[config.mk]
export PLATFORM = sky130hd
export DESIGN_NAME = scc_converter
export DESIGN_NICKNAME = d
export VERILOG_FILES = /design/src/scc_pkg.sv /design/src/scc_converter.sv
export SDC_FILE = /design/constraint.sdc
export NUM_CORES = 1
export LEC_CHECK = 0
export BUFFER_PORTS_ARGS = -buffer_cell sky130_fd_sc_hd__buf_2
export CAP_MARGIN = 20
export CELL_PAD_IN_SITES_DETAIL_PLACEMENT = 0
export CELL_PAD_IN_SITES_GLOBAL_PLACEMENT = 1
export CORE_MARGIN = 10
export CORE_UTILIZATION = 43
export CTS_CLUSTER_SIZE = 8
export DETAILED_ROUTE_END_ITERATION = 12
export PLACE_DENSITY = 0.94
export RECOVER_POWER = 25
export SLEW_MARGIN = 20
export SYNTH_ARGS = -nofsm -noshare
export SYNTH_HDL_FRONTEND = slang
export SYNTH_SLANG_ARGS = --single-unit
[constraint.sdc]
create_clock -name clock -period 4.5 [get_ports clock]
set_clock_uncertainty 0.1 [all_clocks]
set_input_delay 0.45 -clock clock [delete_from_list [all_inputs] [get_ports clock]]
set_output_delay 0.45 -clock clock [all_outputs]
set_load 0.05 [all_outputs]
[src/scc_pkg.sv]
// Package for the converter control block: register offsets, fields, timing.
// Assumes an 8-bit special register bus on a single 250 MHz clock.
`default_nettype none
package scc_pkg;
  // ----------------------------------------
  // Register offsets
  // ----------------------------------------
  localparam logic [7:0] SCC_MODE_ADDR = 8'hc8;
  localparam logic [7:0] SCC_RESULT_HIGH_ADDR = 8'hc9;
  localparam logic [7:0] SCC_RATE_ADDR = 8'hca;
  localparam logic [7:0] SCC_IRQ_CTRL_ADDR = 8'hcb;
  // ----------------------------------------
  // Mode register fields
  // ----------------------------------------
  localparam int SCC_ENABLE_BIT = 7;
  localparam int SCC_START_BIT = 6;
  localparam int SCC_END_BIT = 5;
  localparam int SCC_GLOBAL_CH_BIT = 4;
  localparam int SCC_CHANNEL_MSB = 3;
  localparam logic [7:0] SCC_MODE_RESET = 8'h00;
  localparam logic [3:0] SCC_LAST_CHANNEL = 4'hb;
  // ----------------------------------------
  // Rate register fields
  // ----------------------------------------
  localparam int SCC_CLKSEL_HI_BIT = 6;
  localparam int SCC_RESOLUTION_BIT = 5;
  localparam int SCC_CLKSEL_LO_BIT = 4;
  localparam logic [2:0] SCC_RATE_RESET = 3'h0;
  // ----------------------------------------
  // Interrupt control register fields
  // ----------------------------------------
  localparam int SCC_IRQ_FLAG_BIT = 0;
  localparam int SCC_IRQ_EN_BIT = 1;
  localparam logic [15:0] SCC_IRQ_VECTOR = 16'h0010;
  // ----------------------------------------
  // Timing: periods of conversion clock / 4
  // ----------------------------------------
  localparam logic [5:0] SCC_PERIODS_10BIT = 6'h0e;
  localparam logic [5:0] SCC_PERIODS_8BIT = 6'h0c;
  localparam logic [9:0] SCC_CLKS_PER_PERIOD = 10'h004;
  localparam logic [9:0] SCC_CLKS_10BIT = 10'(SCC_PERIODS_10BIT * SCC_CLKS_PER_PERIOD);
  localparam logic [9:0] SCC_CLKS_8BIT = 10'(SCC_PERIODS_8BIT * SCC_CLKS_PER_PERIOD);
  localparam logic [4:0] SCC_DIV_16 = 5'h10;
  localparam logic [4:0] SCC_DIV_8 = 5'h08;
  localparam logic [4:0] SCC_DIV_1 = 5'h01;
  localparam logic [4:0] SCC_DIV_2 = 5'h02;

  typedef enum logic [1:0]
  {
    SCC_IDLE = 2'b00,
    SCC_CONVERT = 2'b01
  } scc_state_t;
endpackage
`default_nettype wire

[src/scc_converter.sv]
// Converter control: mode, rate and result registers, conversion timer.
// Assumes an analog sampler outside that presents a 10-bit code to latch.
//
// Chosen here: strobed register access.
`default_nettype none
// Notes on behaviour
// - Enable plus start begins a conversion
// - Finish sets end flag, request flag, result
// - Enabled request drives interrupt toward vector 0010H
// - Mode register layout, resets to zero
// - Start bit clears itself at finish
// - End flag low while converting, high after
// - Global enable connects selected channel only
// - Channel codes 0 to 11, rest reserved
// - Rate register layout with low result bits
// - Clock select divides CPU clock 16/8/1/2
// - Resolution bit selects 8 or 10 bits
// - High byte holds result bits 9 to 2
// - 8-bit result fills high byte only
// - Duration counted from start to end flag
// - Ten-bit conversion takes 56 conversion clocks
// - Eight-bit conversion takes 48 conversion clocks
// - Result is straight binary of input
module scc_converter
  import scc_pkg::*;
(
  input wire logic clock,
  input wire logic reset_n,
  input wire logic [7:0] reg_addr,
  input wire logic [7:0] reg_wdata,
  input wire logic reg_write,
  input wire logic reg_read,
  output logic [7:0] reg_rdata,
  input wire logic [9:0] sample_code,
  output logic [11:0] analog_inputs_connect,
  output logic converter_powered,
  output logic sample_strobe,
  output logic converter_irq,
  output logic [15:0] irq_vector
);

  // ----------------------------------------
  // Helpers
  // ----------------------------------------
  function automatic logic [4:0] divider_of(input logic [1:0] sel);
    // Select values map to fixed CPU clock divisors
    if (sel == 2'b00)
      divider_of = SCC_DIV_16;
    else if (sel == 2'b01)
      divider_of = SCC_DIV_8;
    else if (sel == 2'b10)
      divider_of = SCC_DIV_1;
    else
      divider_of = SCC_DIV_2;
  endfunction

  logic enable_q;
  logic start_q;
  logic end_q;
  logic global_ch_q;
  logic [3:0] channel_q;
  logic [1:0] clksel_q;
  logic resolution_q;
  logic irq_flag_q;
  logic irq_en_q;
  logic [9:0] result_q;
  logic [4:0] prescale_q;
  logic [9:0] conv_count_q;
  scc_state_t state_q;
  logic conv_tick;
  logic finish;
  logic begin_conv;
  logic [9:0] conv_target;
  logic wr_mode;
  logic wr_rate;
  logic wr_irq;

  assign wr_mode = reg_write && (reg_addr == SCC_MODE_ADDR);
  assign wr_rate = reg_write && (reg_addr == SCC_RATE_ADDR);
  assign wr_irq = reg_write && (reg_addr == SCC_IRQ_CTRL_ADDR);

  // ----------------------------------------
  // Conversion sequencing
  // ----------------------------------------
  // start condition
  assign begin_conv = (state_q == SCC_IDLE) && enable_q && start_q;

  assign conv_target = resolution_q ? SCC_CLKS_10BIT : SCC_CLKS_8BIT;

  assign conv_tick = (prescale_q == 5'(divider_of(clksel_q) - 5'h01));

  // counted from start bit to end flag
  assign finish = (state_q == SCC_CONVERT) && conv_tick && (conv_count_q == 10'(conv_target - 10'h001));

  // timing runs from the cycle start is taken
  // Counting in that cycle too keeps the end flag on the exact count
  always_ff @(posedge clock or negedge reset_n)
  begin
    if (!reset_n)
      prescale_q <= 5'h00;
    else if ((state_q != SCC_CONVERT && !begin_conv) || conv_tick)
      prescale_q <= 5'h00;
    else
      prescale_q <= 5'(prescale_q + 5'h01);
  end

  always_ff @(posedge clock or negedge reset_n)
  begin
    if (!reset_n)
      conv_count_q <= 10'h000;
    else if (state_q != SCC_CONVERT && !begin_conv)
      conv_count_q <= 10'h000;
    else if (conv_tick)
      conv_count_q <= 10'(conv_count_q + 10'h001);
  end

  always_ff @(posedge clock or negedge reset_n)
  begin
    if (!reset_n)
      state_q <= SCC_IDLE;
    else
    begin
      case (state_q)
        SCC_IDLE:
          if (begin_conv)
            state_q <= SCC_CONVERT;
        SCC_CONVERT:
          // Dropping enable aborts: no flags, no result
          if (finish || !enable_q)
            state_q <= SCC_IDLE;
        default:
          state_q <= SCC_IDLE;
      endcase
    end
  end

  // ----------------------------------------
  // Mode register
  // ----------------------------------------
  // mode fields and reset
  always_ff @(posedge clock or negedge reset_n)
  begin
    if (!reset_n)
    begin
      enable_q <= SCC_MODE_RESET[SCC_ENABLE_BIT];
      global_ch_q <= SCC_MODE_RESET[SCC_GLOBAL_CH_BIT];
      channel_q <= SCC_MODE_RESET[SCC_CHANNEL_MSB:0];
    end
    else if (wr_mode)
    begin
      enable_q <= reg_wdata[SCC_ENABLE_BIT];
      global_ch_q <= reg_wdata[SCC_GLOBAL_CH_BIT];
      channel_q <= reg_wdata[SCC_CHANNEL_MSB:0];
    end
  end

  always_ff @(posedge clock or negedge reset_n)
  begin
    if (!reset_n)
      start_q <= SCC_MODE_RESET[SCC_START_BIT];
    else if (finish || (state_q == SCC_CONVERT && !enable_q))
      start_q <= 1'b0;
    else if (wr_mode)
      start_q <= reg_wdata[SCC_START_BIT];
  end

  // end flag, set wins over write
  always_ff @(posedge clock or negedge reset_n)
  begin
    if (!reset_n)
      end_q <= SCC_MODE_RESET[SCC_END_BIT];
    else if (finish)
      end_q <= 1'b1;
    else if (begin_conv)
      end_q <= 1'b0;
    else if (wr_mode)
      end_q <= reg_wdata[SCC_END_BIT];
  end

  // ----------------------------------------
  // Rate register
  // ----------------------------------------
  // rate fields
  always_ff @(posedge clock or negedge reset_n)
  begin
    if (!reset_n)
    begin
      clksel_q <= SCC_RATE_RESET[1:0];
      resolution_q <= SCC_RATE_RESET[2];
    end
    else if (wr_rate)
    begin
      clksel_q <= {reg_wdata[SCC_CLKSEL_HI_BIT], reg_wdata[SCC_CLKSEL_LO_BIT]};
      resolution_q <= reg_wdata[SCC_RESOLUTION_BIT];
    end
  end

  // ----------------------------------------
  // Interrupt request and enable
  // ----------------------------------------
  // request flag set
  always_ff @(posedge clock or negedge reset_n)
  begin
    if (!reset_n)
      irq_flag_q <= 1'b0;
    else if (finish)
      irq_flag_q <= 1'b1;
    else if (wr_irq)
      irq_flag_q <= reg_wdata[SCC_IRQ_FLAG_BIT];
  end

  always_ff @(posedge clock or negedge reset_n)
  begin
    if (!reset_n)
      irq_en_q <= 1'b0;
    else if (wr_irq)
      irq_en_q <= reg_wdata[SCC_IRQ_EN_BIT];
  end

  assign converter_irq = irq_flag_q && irq_en_q;
  assign irq_vector = SCC_IRQ_VECTOR;

  // ----------------------------------------
  // Result buffer
  // ----------------------------------------
  // Undefined after reset in spirit; zero keeps simulation clean
  // result latched at finish
  always_ff @(posedge clock or negedge reset_n)
  begin
    if (!reset_n)
      result_q <= 10'h000;
    else if (finish)
      result_q <= resolution_q ? sample_code : {sample_code[9:2], 2'b00};
  end

  assign sample_strobe = finish;
  assign converter_powered = enable_q;

  // ----------------------------------------
  // Channel connection
  // ----------------------------------------
  // global channel gate
  always_comb
  begin
    analog_inputs_connect = 12'h000;
    if (global_ch_q && channel_q <= SCC_LAST_CHANNEL)
      analog_inputs_connect[channel_q] = 1'b1;
  end

  // ----------------------------------------
  // Read port
  // ----------------------------------------
  // high byte and low bits
  always_ff @(posedge clock or negedge reset_n)
  begin
    if (!reset_n)
      reg_rdata <= 8'h00;
    else if (!reg_read)
      reg_rdata <= 8'h00;
    else if (reg_addr == SCC_MODE_ADDR)
      reg_rdata <= {enable_q, start_q, end_q, global_ch_q, channel_q};
    else if (reg_addr == SCC_RESULT_HIGH_ADDR)
      reg_rdata <= result_q[9:2];
    else if (reg_addr == SCC_RATE_ADDR)
      reg_rdata <= {1'b0, clksel_q[1], resolution_q, clksel_q[0], 2'b00, result_q[1:0]};
    else if (reg_addr == SCC_IRQ_CTRL_ADDR)
      reg_rdata <= {6'h00, irq_en_q, irq_flag_q};
    else
      reg_rdata <= 8'h00;
  end

  // Cycles since start, for lengths beyond a plain delay
  logic [10:0] span_q;
  logic [10:0] span_expect;

  assign span_expect = 11'(conv_target) * 11'(divider_of(clksel_q));

  always_ff @(posedge clock or negedge reset_n)
  begin
    if (!reset_n)
      span_q <= 11'h000;
    else if (begin_conv)
      span_q <= 11'h001;
    else if (state_q == SCC_CONVERT)
      span_q <= 11'(span_q + 11'h001);
  end
endmodule
`default_nettype wire

==> results of run 1 <==
flip-flops by register name, indices dropped and copies added (netlist names), 2 cells and up:
name,cells
prescale_q,5
conv_count_q,10
clksel_q,2
reg_rdata,8
channel_q,4
result_q,10
worst max-delay path, delay by kind of cell, from the launching register on:
kind                       cells  cell delay (ps)
adders and majority gates      1              300
DFF                            1              440
buffers and inverters          1              260
xor gates and xnor gates       1              150
and+or+nand+nor                4             1230
report_power, final:
| part | switching [mW] | total [mW] | internal (mW) |
|---|---|---|---|
| combinational | 0.0650 | 0.0920 | 0.0270 |
| sequential | 0.0111 | 0.443 | 0.432 |
| clock | 0.157 | 0.324 | 0.168 |
stage by stage:
step | cell area, um^2 | hold slack (ps)
2_1_floorplan | 2590 | 54.4
3_3_place_gp | 2790 | 389
3_5_place_dp | 2790 | 395
4_1_cts | 2900 | 244
5_1_grt | 2900 | 244
6_report | 2900 | 258
layout make-up:
| type | instances | share of cell area (%) |
|---|---|---|
| clock inverters | 3 | 1.59 |
| clock buffers | 5 | 2.37 |
| inverters | 5 | 0.647 |
| flip-flops and latches | 47 | 40.5 |
| well taps | 72 | 3.10 |
| repair buffers | 53 | 9.18 |
| multi-input cells | 178 | 42.6 |
metal layers:
metal | vias to the layer above | track usage (%) | routed length [um] | part of all wire (%)
li1 | 943 | - | - | -
met1 | 936 | 15.8 | 2680 | 46
met2 | 57 | 19.8 | 2780 | 48
met3 | 6 | 4.54 | 346 | 5.9
met4 | 0 | 2.71 | 50 | 0.85
met5 | - | 0 | 0 | 0
path summary, 6_finish.rpt:
path	startpoint	end	slack (ps)
max reg2reg	conv_count_q[0]	result_q[6]	1890
min reg2reg	result_q[5]	result_q[5]	420
max	clksel_q[0]	sample_strobe	1260
max in group asynchronous	reset_n	conv_count_q[5]	2090
min in group asynchronous	reset_n	reg_rdata[3]	780
min	sample_code[9]	result_q[9]	260
logic make-up after synthesis:
group           Yosys count  share of synthesized area, %
simple gates             92                          21.1
flops                    47                          46.4
compound gates           33                          8.93
mux                      29                          13.0
buf+inv                  29                          7.10
xor+xnor                  5                          1.73
fa+ha+maj                 3                          1.48
other cells               2                         0.296
placed cells by master (no fill, tap or decap), drive strengths merged, types with 8 or more instances in the layout:
master	n
mux2	19
dfrtp	47
buf	52
nand2	11
nor3	13
conb	16
mux2i	10
a21oi	14
nand3	8
nor2	14
==> flow_metrics.tcl, run 1 <==
set metrics [dict create \
    vias_per_cell 5.35 \
    start_util_pct 45.2 \
    io_pins 69 \
    synth-seq-cells 47 \
    setup_ws_ps 1260 \
    synth_area_per_cell_um2 10.6 \
    routedWlPerCell_um 16.1 \
    status "finished with violations" \
    cts_tree "done" \
    synth.most_common_cell "dfrtp_1" \
    insertion_delay_ps 310 \
    violations "capacitance limit, slew limit" \
    grt_overflow 0 \
    layout_min_cycle_time_ps 3240 \
    clock-sinks 47 \
    cts_inserted_buffers 5 \
    grt_pass1_wl_um 9940 \
    power.total_uw 859 \
    grt_max_degree 48 \
    cts_setup_buffers 0 \
    whs_path_depth 2 \
    wl_um 5860 \
    synth.yosys.seq_area_share_pct 46.4 \
    gp_congestion 0.849 \
    finalNonFillerCells 363 \
    synth_cells 240 \
    ff_latch_area_um2 1180 \
    end_kind "output port" \
    cts_root_buf "clkbuf_8" \
    die_w_um 96.8 \
    tns_ps 0 \
    cap_viol_max_count 1 \
    drive_gt1_share_pct 30.6 \
    reg2reg_depth 5 \
    synth_warnings 0 \
    leakage_nw 1.43 \
    p_per_area_nw_per_um2 296 \
    cp-start-kind "flop" \
    synth-edff-count 0 \
    nFillCells 557 \
    slowest_stage "or3_1" \
    ctsResizeCount 0 \
    drt-initial-drc-count 61 \
    drt-pass1-iter-count 4 \
    synthFlopType "dfrtp_1" \
    ctsLongestPathBuffers 2 \
    htree_levels 2 \
    rsz0062_at_grt "no" \
    utilization_pct 51.8 \
    syn_area_um2 2540 \
    crit_fanout 9 \
    slew_viol_final 48 \
    num-nets-final 323 \
    rows 27 \
    crit_type "reg -> out" \
    fp.dieArea_um2 9370 \
    dp_cells 355 \
    core_area_um2 5610 \
    antenna_found_initial 0 \
    maxClockFrequency_ghz 0.308 \
    area_delta_synth_final_pct 14.5 \
    hold_buffers 0 \
    grt_pass1_vias 1957 \
    peakVddDrop_uv 188 \
    num_antenna_cells 0 \
    crit_required_ps 3950 \
    worst_path_largest_cell_delay_ps 450 \
    die_h_um 96.8 \
    synth_top_area_cell "dfrtp_1" \
    multi_input_area_um2 1240 \
    clkTransAtPathRegs_ps 100 \
    slew-limit-headroom_pct -65.6 \
    netlist.area_leader.share_pct 46.4 \
    numPortBuffers 52 \
    ant_nets 0 \
    hpwl_um 4400 \
    path_cells "nand2b_1 -> ha_1 -> xnor2_1 -> or3_1 -> nor2_1 -> and3_2 -> buf_2" \
    vias 1942 \
    place_ws_ps 1600 \
    yosys-top-cells-area "dfrtp_1 46%, mux2_2 6.7%, buf_4 4.7%, mux2i_1 3.9%, a21oi_1 2.8%" \
    setup_viol 0 \
    route.detailed.drc 0 \
    worst_pin_slew_ps 2480 \
    period_share_pct 72.1 \
    synthArstFlopShare_pct 100 \
    synth_cell_type_count 47 \
    crit_arrival_ps 2690 \
    hold_violations 0 \
    worstHoldPathType "in -> reg" \
    grtUsageTotal_pct 12.5 \
    yosys-top-cells-count "47 x dfrtp_1, 16 x buf_4, 15 x mux2_2, 14 x a21oi_1, 14 x nor2_1" \
]
Note: power is estimated with default switching activity, not from simulation.
==> inputs of run 2 (changes only) <==
- CORE_UTILIZATION: 43 -> 40
- PLACE_DENSITY: 0.94 -> 0.88
- clock period: 4.5 -> 3.3 ns (I/O delays scaled with it)
==> run 2 against run 1 <==
The flow now finishes without violations. Critical path depth unchanged. Highest routed layer unchanged. Setup slack got worse by 970 ps. Critical path type unchanged. Total power grew 38%. Hold slack got worse by 110 ps.
==> flow_metrics.tcl, run 2 (same netlist as run 1, synthesis figures left out) <==
set metrics [dict create \
    numPortBuffers 52 \
    num_antenna_cells 0 \
    crit_fanout 9 \
    ant_nets 0 \
    vias_per_cell 5.33 \
    worstHoldPathType "in -> reg" \
    cp-start-kind "flop" \
    p_switching_uw 308 \
    layout_min_cycle_time_ps 3010 \
    num-nets-final 325 \
    fp.dieArea_um2 9930 \
    biggestRegsByFlops "conv_count_q: 10 flops, result_q: 10 flops, reg_rdata: 8 flops" \
    hold_violations 0 \
    grt_busiest_layer "met2" \
    utilization_pct 48.6 \
    die_w_um 99.6 \
    crit_required_ps 2870 \
    clock-sinks 47 \
    final_common_cell "buf_2" \
    startpoint "clksel_q[0]" \
    period_share_pct 91.3 \
    core_area_um2 6030 \
    hpwl_um 4470 \
    cts_root_buf "clkbuf_8" \
    routedWlPerCell_um 16.1 \
    grt_overflow 0 \
    p_int_uw 876 \
    clkTransAtPathRegs_ps 90 \
    worstReg2RegStart "conv_count_q[0]" \
    slew_viol_final 0 \
    leakage_nw 1.44 \
    insertion_delay_ps 310 \
    die_h_um 99.6 \
    use_met1_pct 14.2 \
    p_per_area_nw_per_um2 404 \
    drive_gt1_share_pct 31.1 \
    layout_common_cells "51 x buf_2, 47 x dfrtp_1, 16 x conb_1" \
    power_frac_clock_pct 38.3 \
    setup_viol 0 \
    drt-pass1-iter-count 4 \
    path_delay_family "simple AND/OR/NAND/NOR gates" \
    area_delta_synth_final_pct 15.5 \
    grt_pass1_vias 2071 \
    met3_usage_pct 3.74 \
    crit_arrival_ps 2580 \
    ff_latch_area_um2 1180 \
    cap_viol_max_count 0 \
    gp_congestion 0.778 \
    cts_inserted_buffers 5 \
    path_cells "nand2b_1 -> ha_1 -> xnor2_1 -> or3_1 -> nor2_2 -> and3_2 -> buf_2" \
    grtUsageMet2_pct 20.5 \
    htree_levels 2 \
    peakVddDrop_uv 361 \
    cts_setup_buffers 0 \
    setup_ws_ps 287 \
    rsz0062_at_grt "no" \
    grt_max_degree 48 \
    end_kind "output port" \
    worst_pin_slew_ps 1170 \
    antenna_found_initial 0 \
    multi_input_area_um2 1230 \
    ctsLongestPathBuffers 2 \
    crit_type "reg -> out" \
    drt-initial-drc-count 69 \
    route.detailed.drc 0 \
    grtUsageTotal_pct 12.0 \
    maxClockFrequency_ghz 0.332 \
    cts_tree "done" \
    slew-limit-headroom_pct 21.9 \
    worst_path_largest_cell_delay_ps 450 \
    min_from "sample_code[7]" \
    rows 28 \
    switching_share_pct 26.0 \
    tns_ps 0 \
    vias 1961 \
    io_pins 69 \
    grt_pass1_wl_um 9980 \
    critPathBufInv 1 \
    start_util_pct 42.1 \
    wl_um 5940 \
    status "completed" \
    place_ws_ps 503 \
    sequentialPowerShare_pct 51.0 \
    slowest_stage "or3_1" \
    comb_power_share_pct 10.7 \
    nFillCells 588 \
]
-- run 2: final timing paths --
| path | to | slack [ps] | cells after the start |
|---|---|---|---|
| max reg2reg | result_q[8] | 710 | 5 |
| min in group asynchronous | channel_q[2] | 690 | 2 |
| min | result_q[7] | 150 | 2 |
| max | sample_strobe | 290 | 7 |
| min reg2reg | result_q[6] | 420 | 1 |
| max in group asynchronous | state_q[0] | 1700 | 2 |
-- run 2: per-layer routing --
metal	routed length, um	share of wire, %
met5	0	0
met4	64	1.1
met3	431	7.3
met2	2940	49
met1	2510	42
-- run 2: cell type report --
| class | count | area share (%) |
|---|---|---|
| clock buffers | 6 | 2.82 |
| repair buffers | 55 | 9.74 |
| inverters | 5 | 0.640 |
| well taps | 75 | 3.20 |
| flip-flops and latches | 47 | 40.1 |
| multi-input cells | 178 | 42.1 |
| clock inverters | 2 | 1.32 |
-- run 2: worst register-to-register path, stage by stage, from the launching register on --
cell and delay [ps]:
dfrtp_1 410, ha_1 280, or4b_1 470, a211oi_2 280, nand4_2 470, mux2_4 460
-- run 2: what timing repair did --
item | in CTS | in global routing
endpoints found under the hold margin | 0 | 47
hold buffers | 0 | 1
gates resized for setup | 0 | 1
endpoints found under the setup margin | 0 | 1
-- run 2: per-stage QoR --
stage | cells | power (mW) | cell area [um^2] | hold slack (ps)
global placement | 359 | 0.739 | 2800 | 393
detailed placement | 359 | 0.742 | 2800 | 398
finish | 368 | 1.18 | 2930 | 150
CTS | 367 | 1.20 | 2920 | 136
floorplan | 254 | 0.712 | 2590 | -65.6
global route | 368 | 1.24 | 2930 | 142
-- run 2: power groups by stage --
stage / clock (mW) / combinational, mW / sequential [mW]
after floorplan: 0 / 0.0983 / 0.613
after global placement: 0 / 0.125 / 0.615
after detailed placement: 0 / 0.126 / 0.616
after CTS: 0.469 / 0.127 / 0.604
after global routing: 0.490 / 0.139 / 0.607
final: 0.454 / 0.127 / 0.604
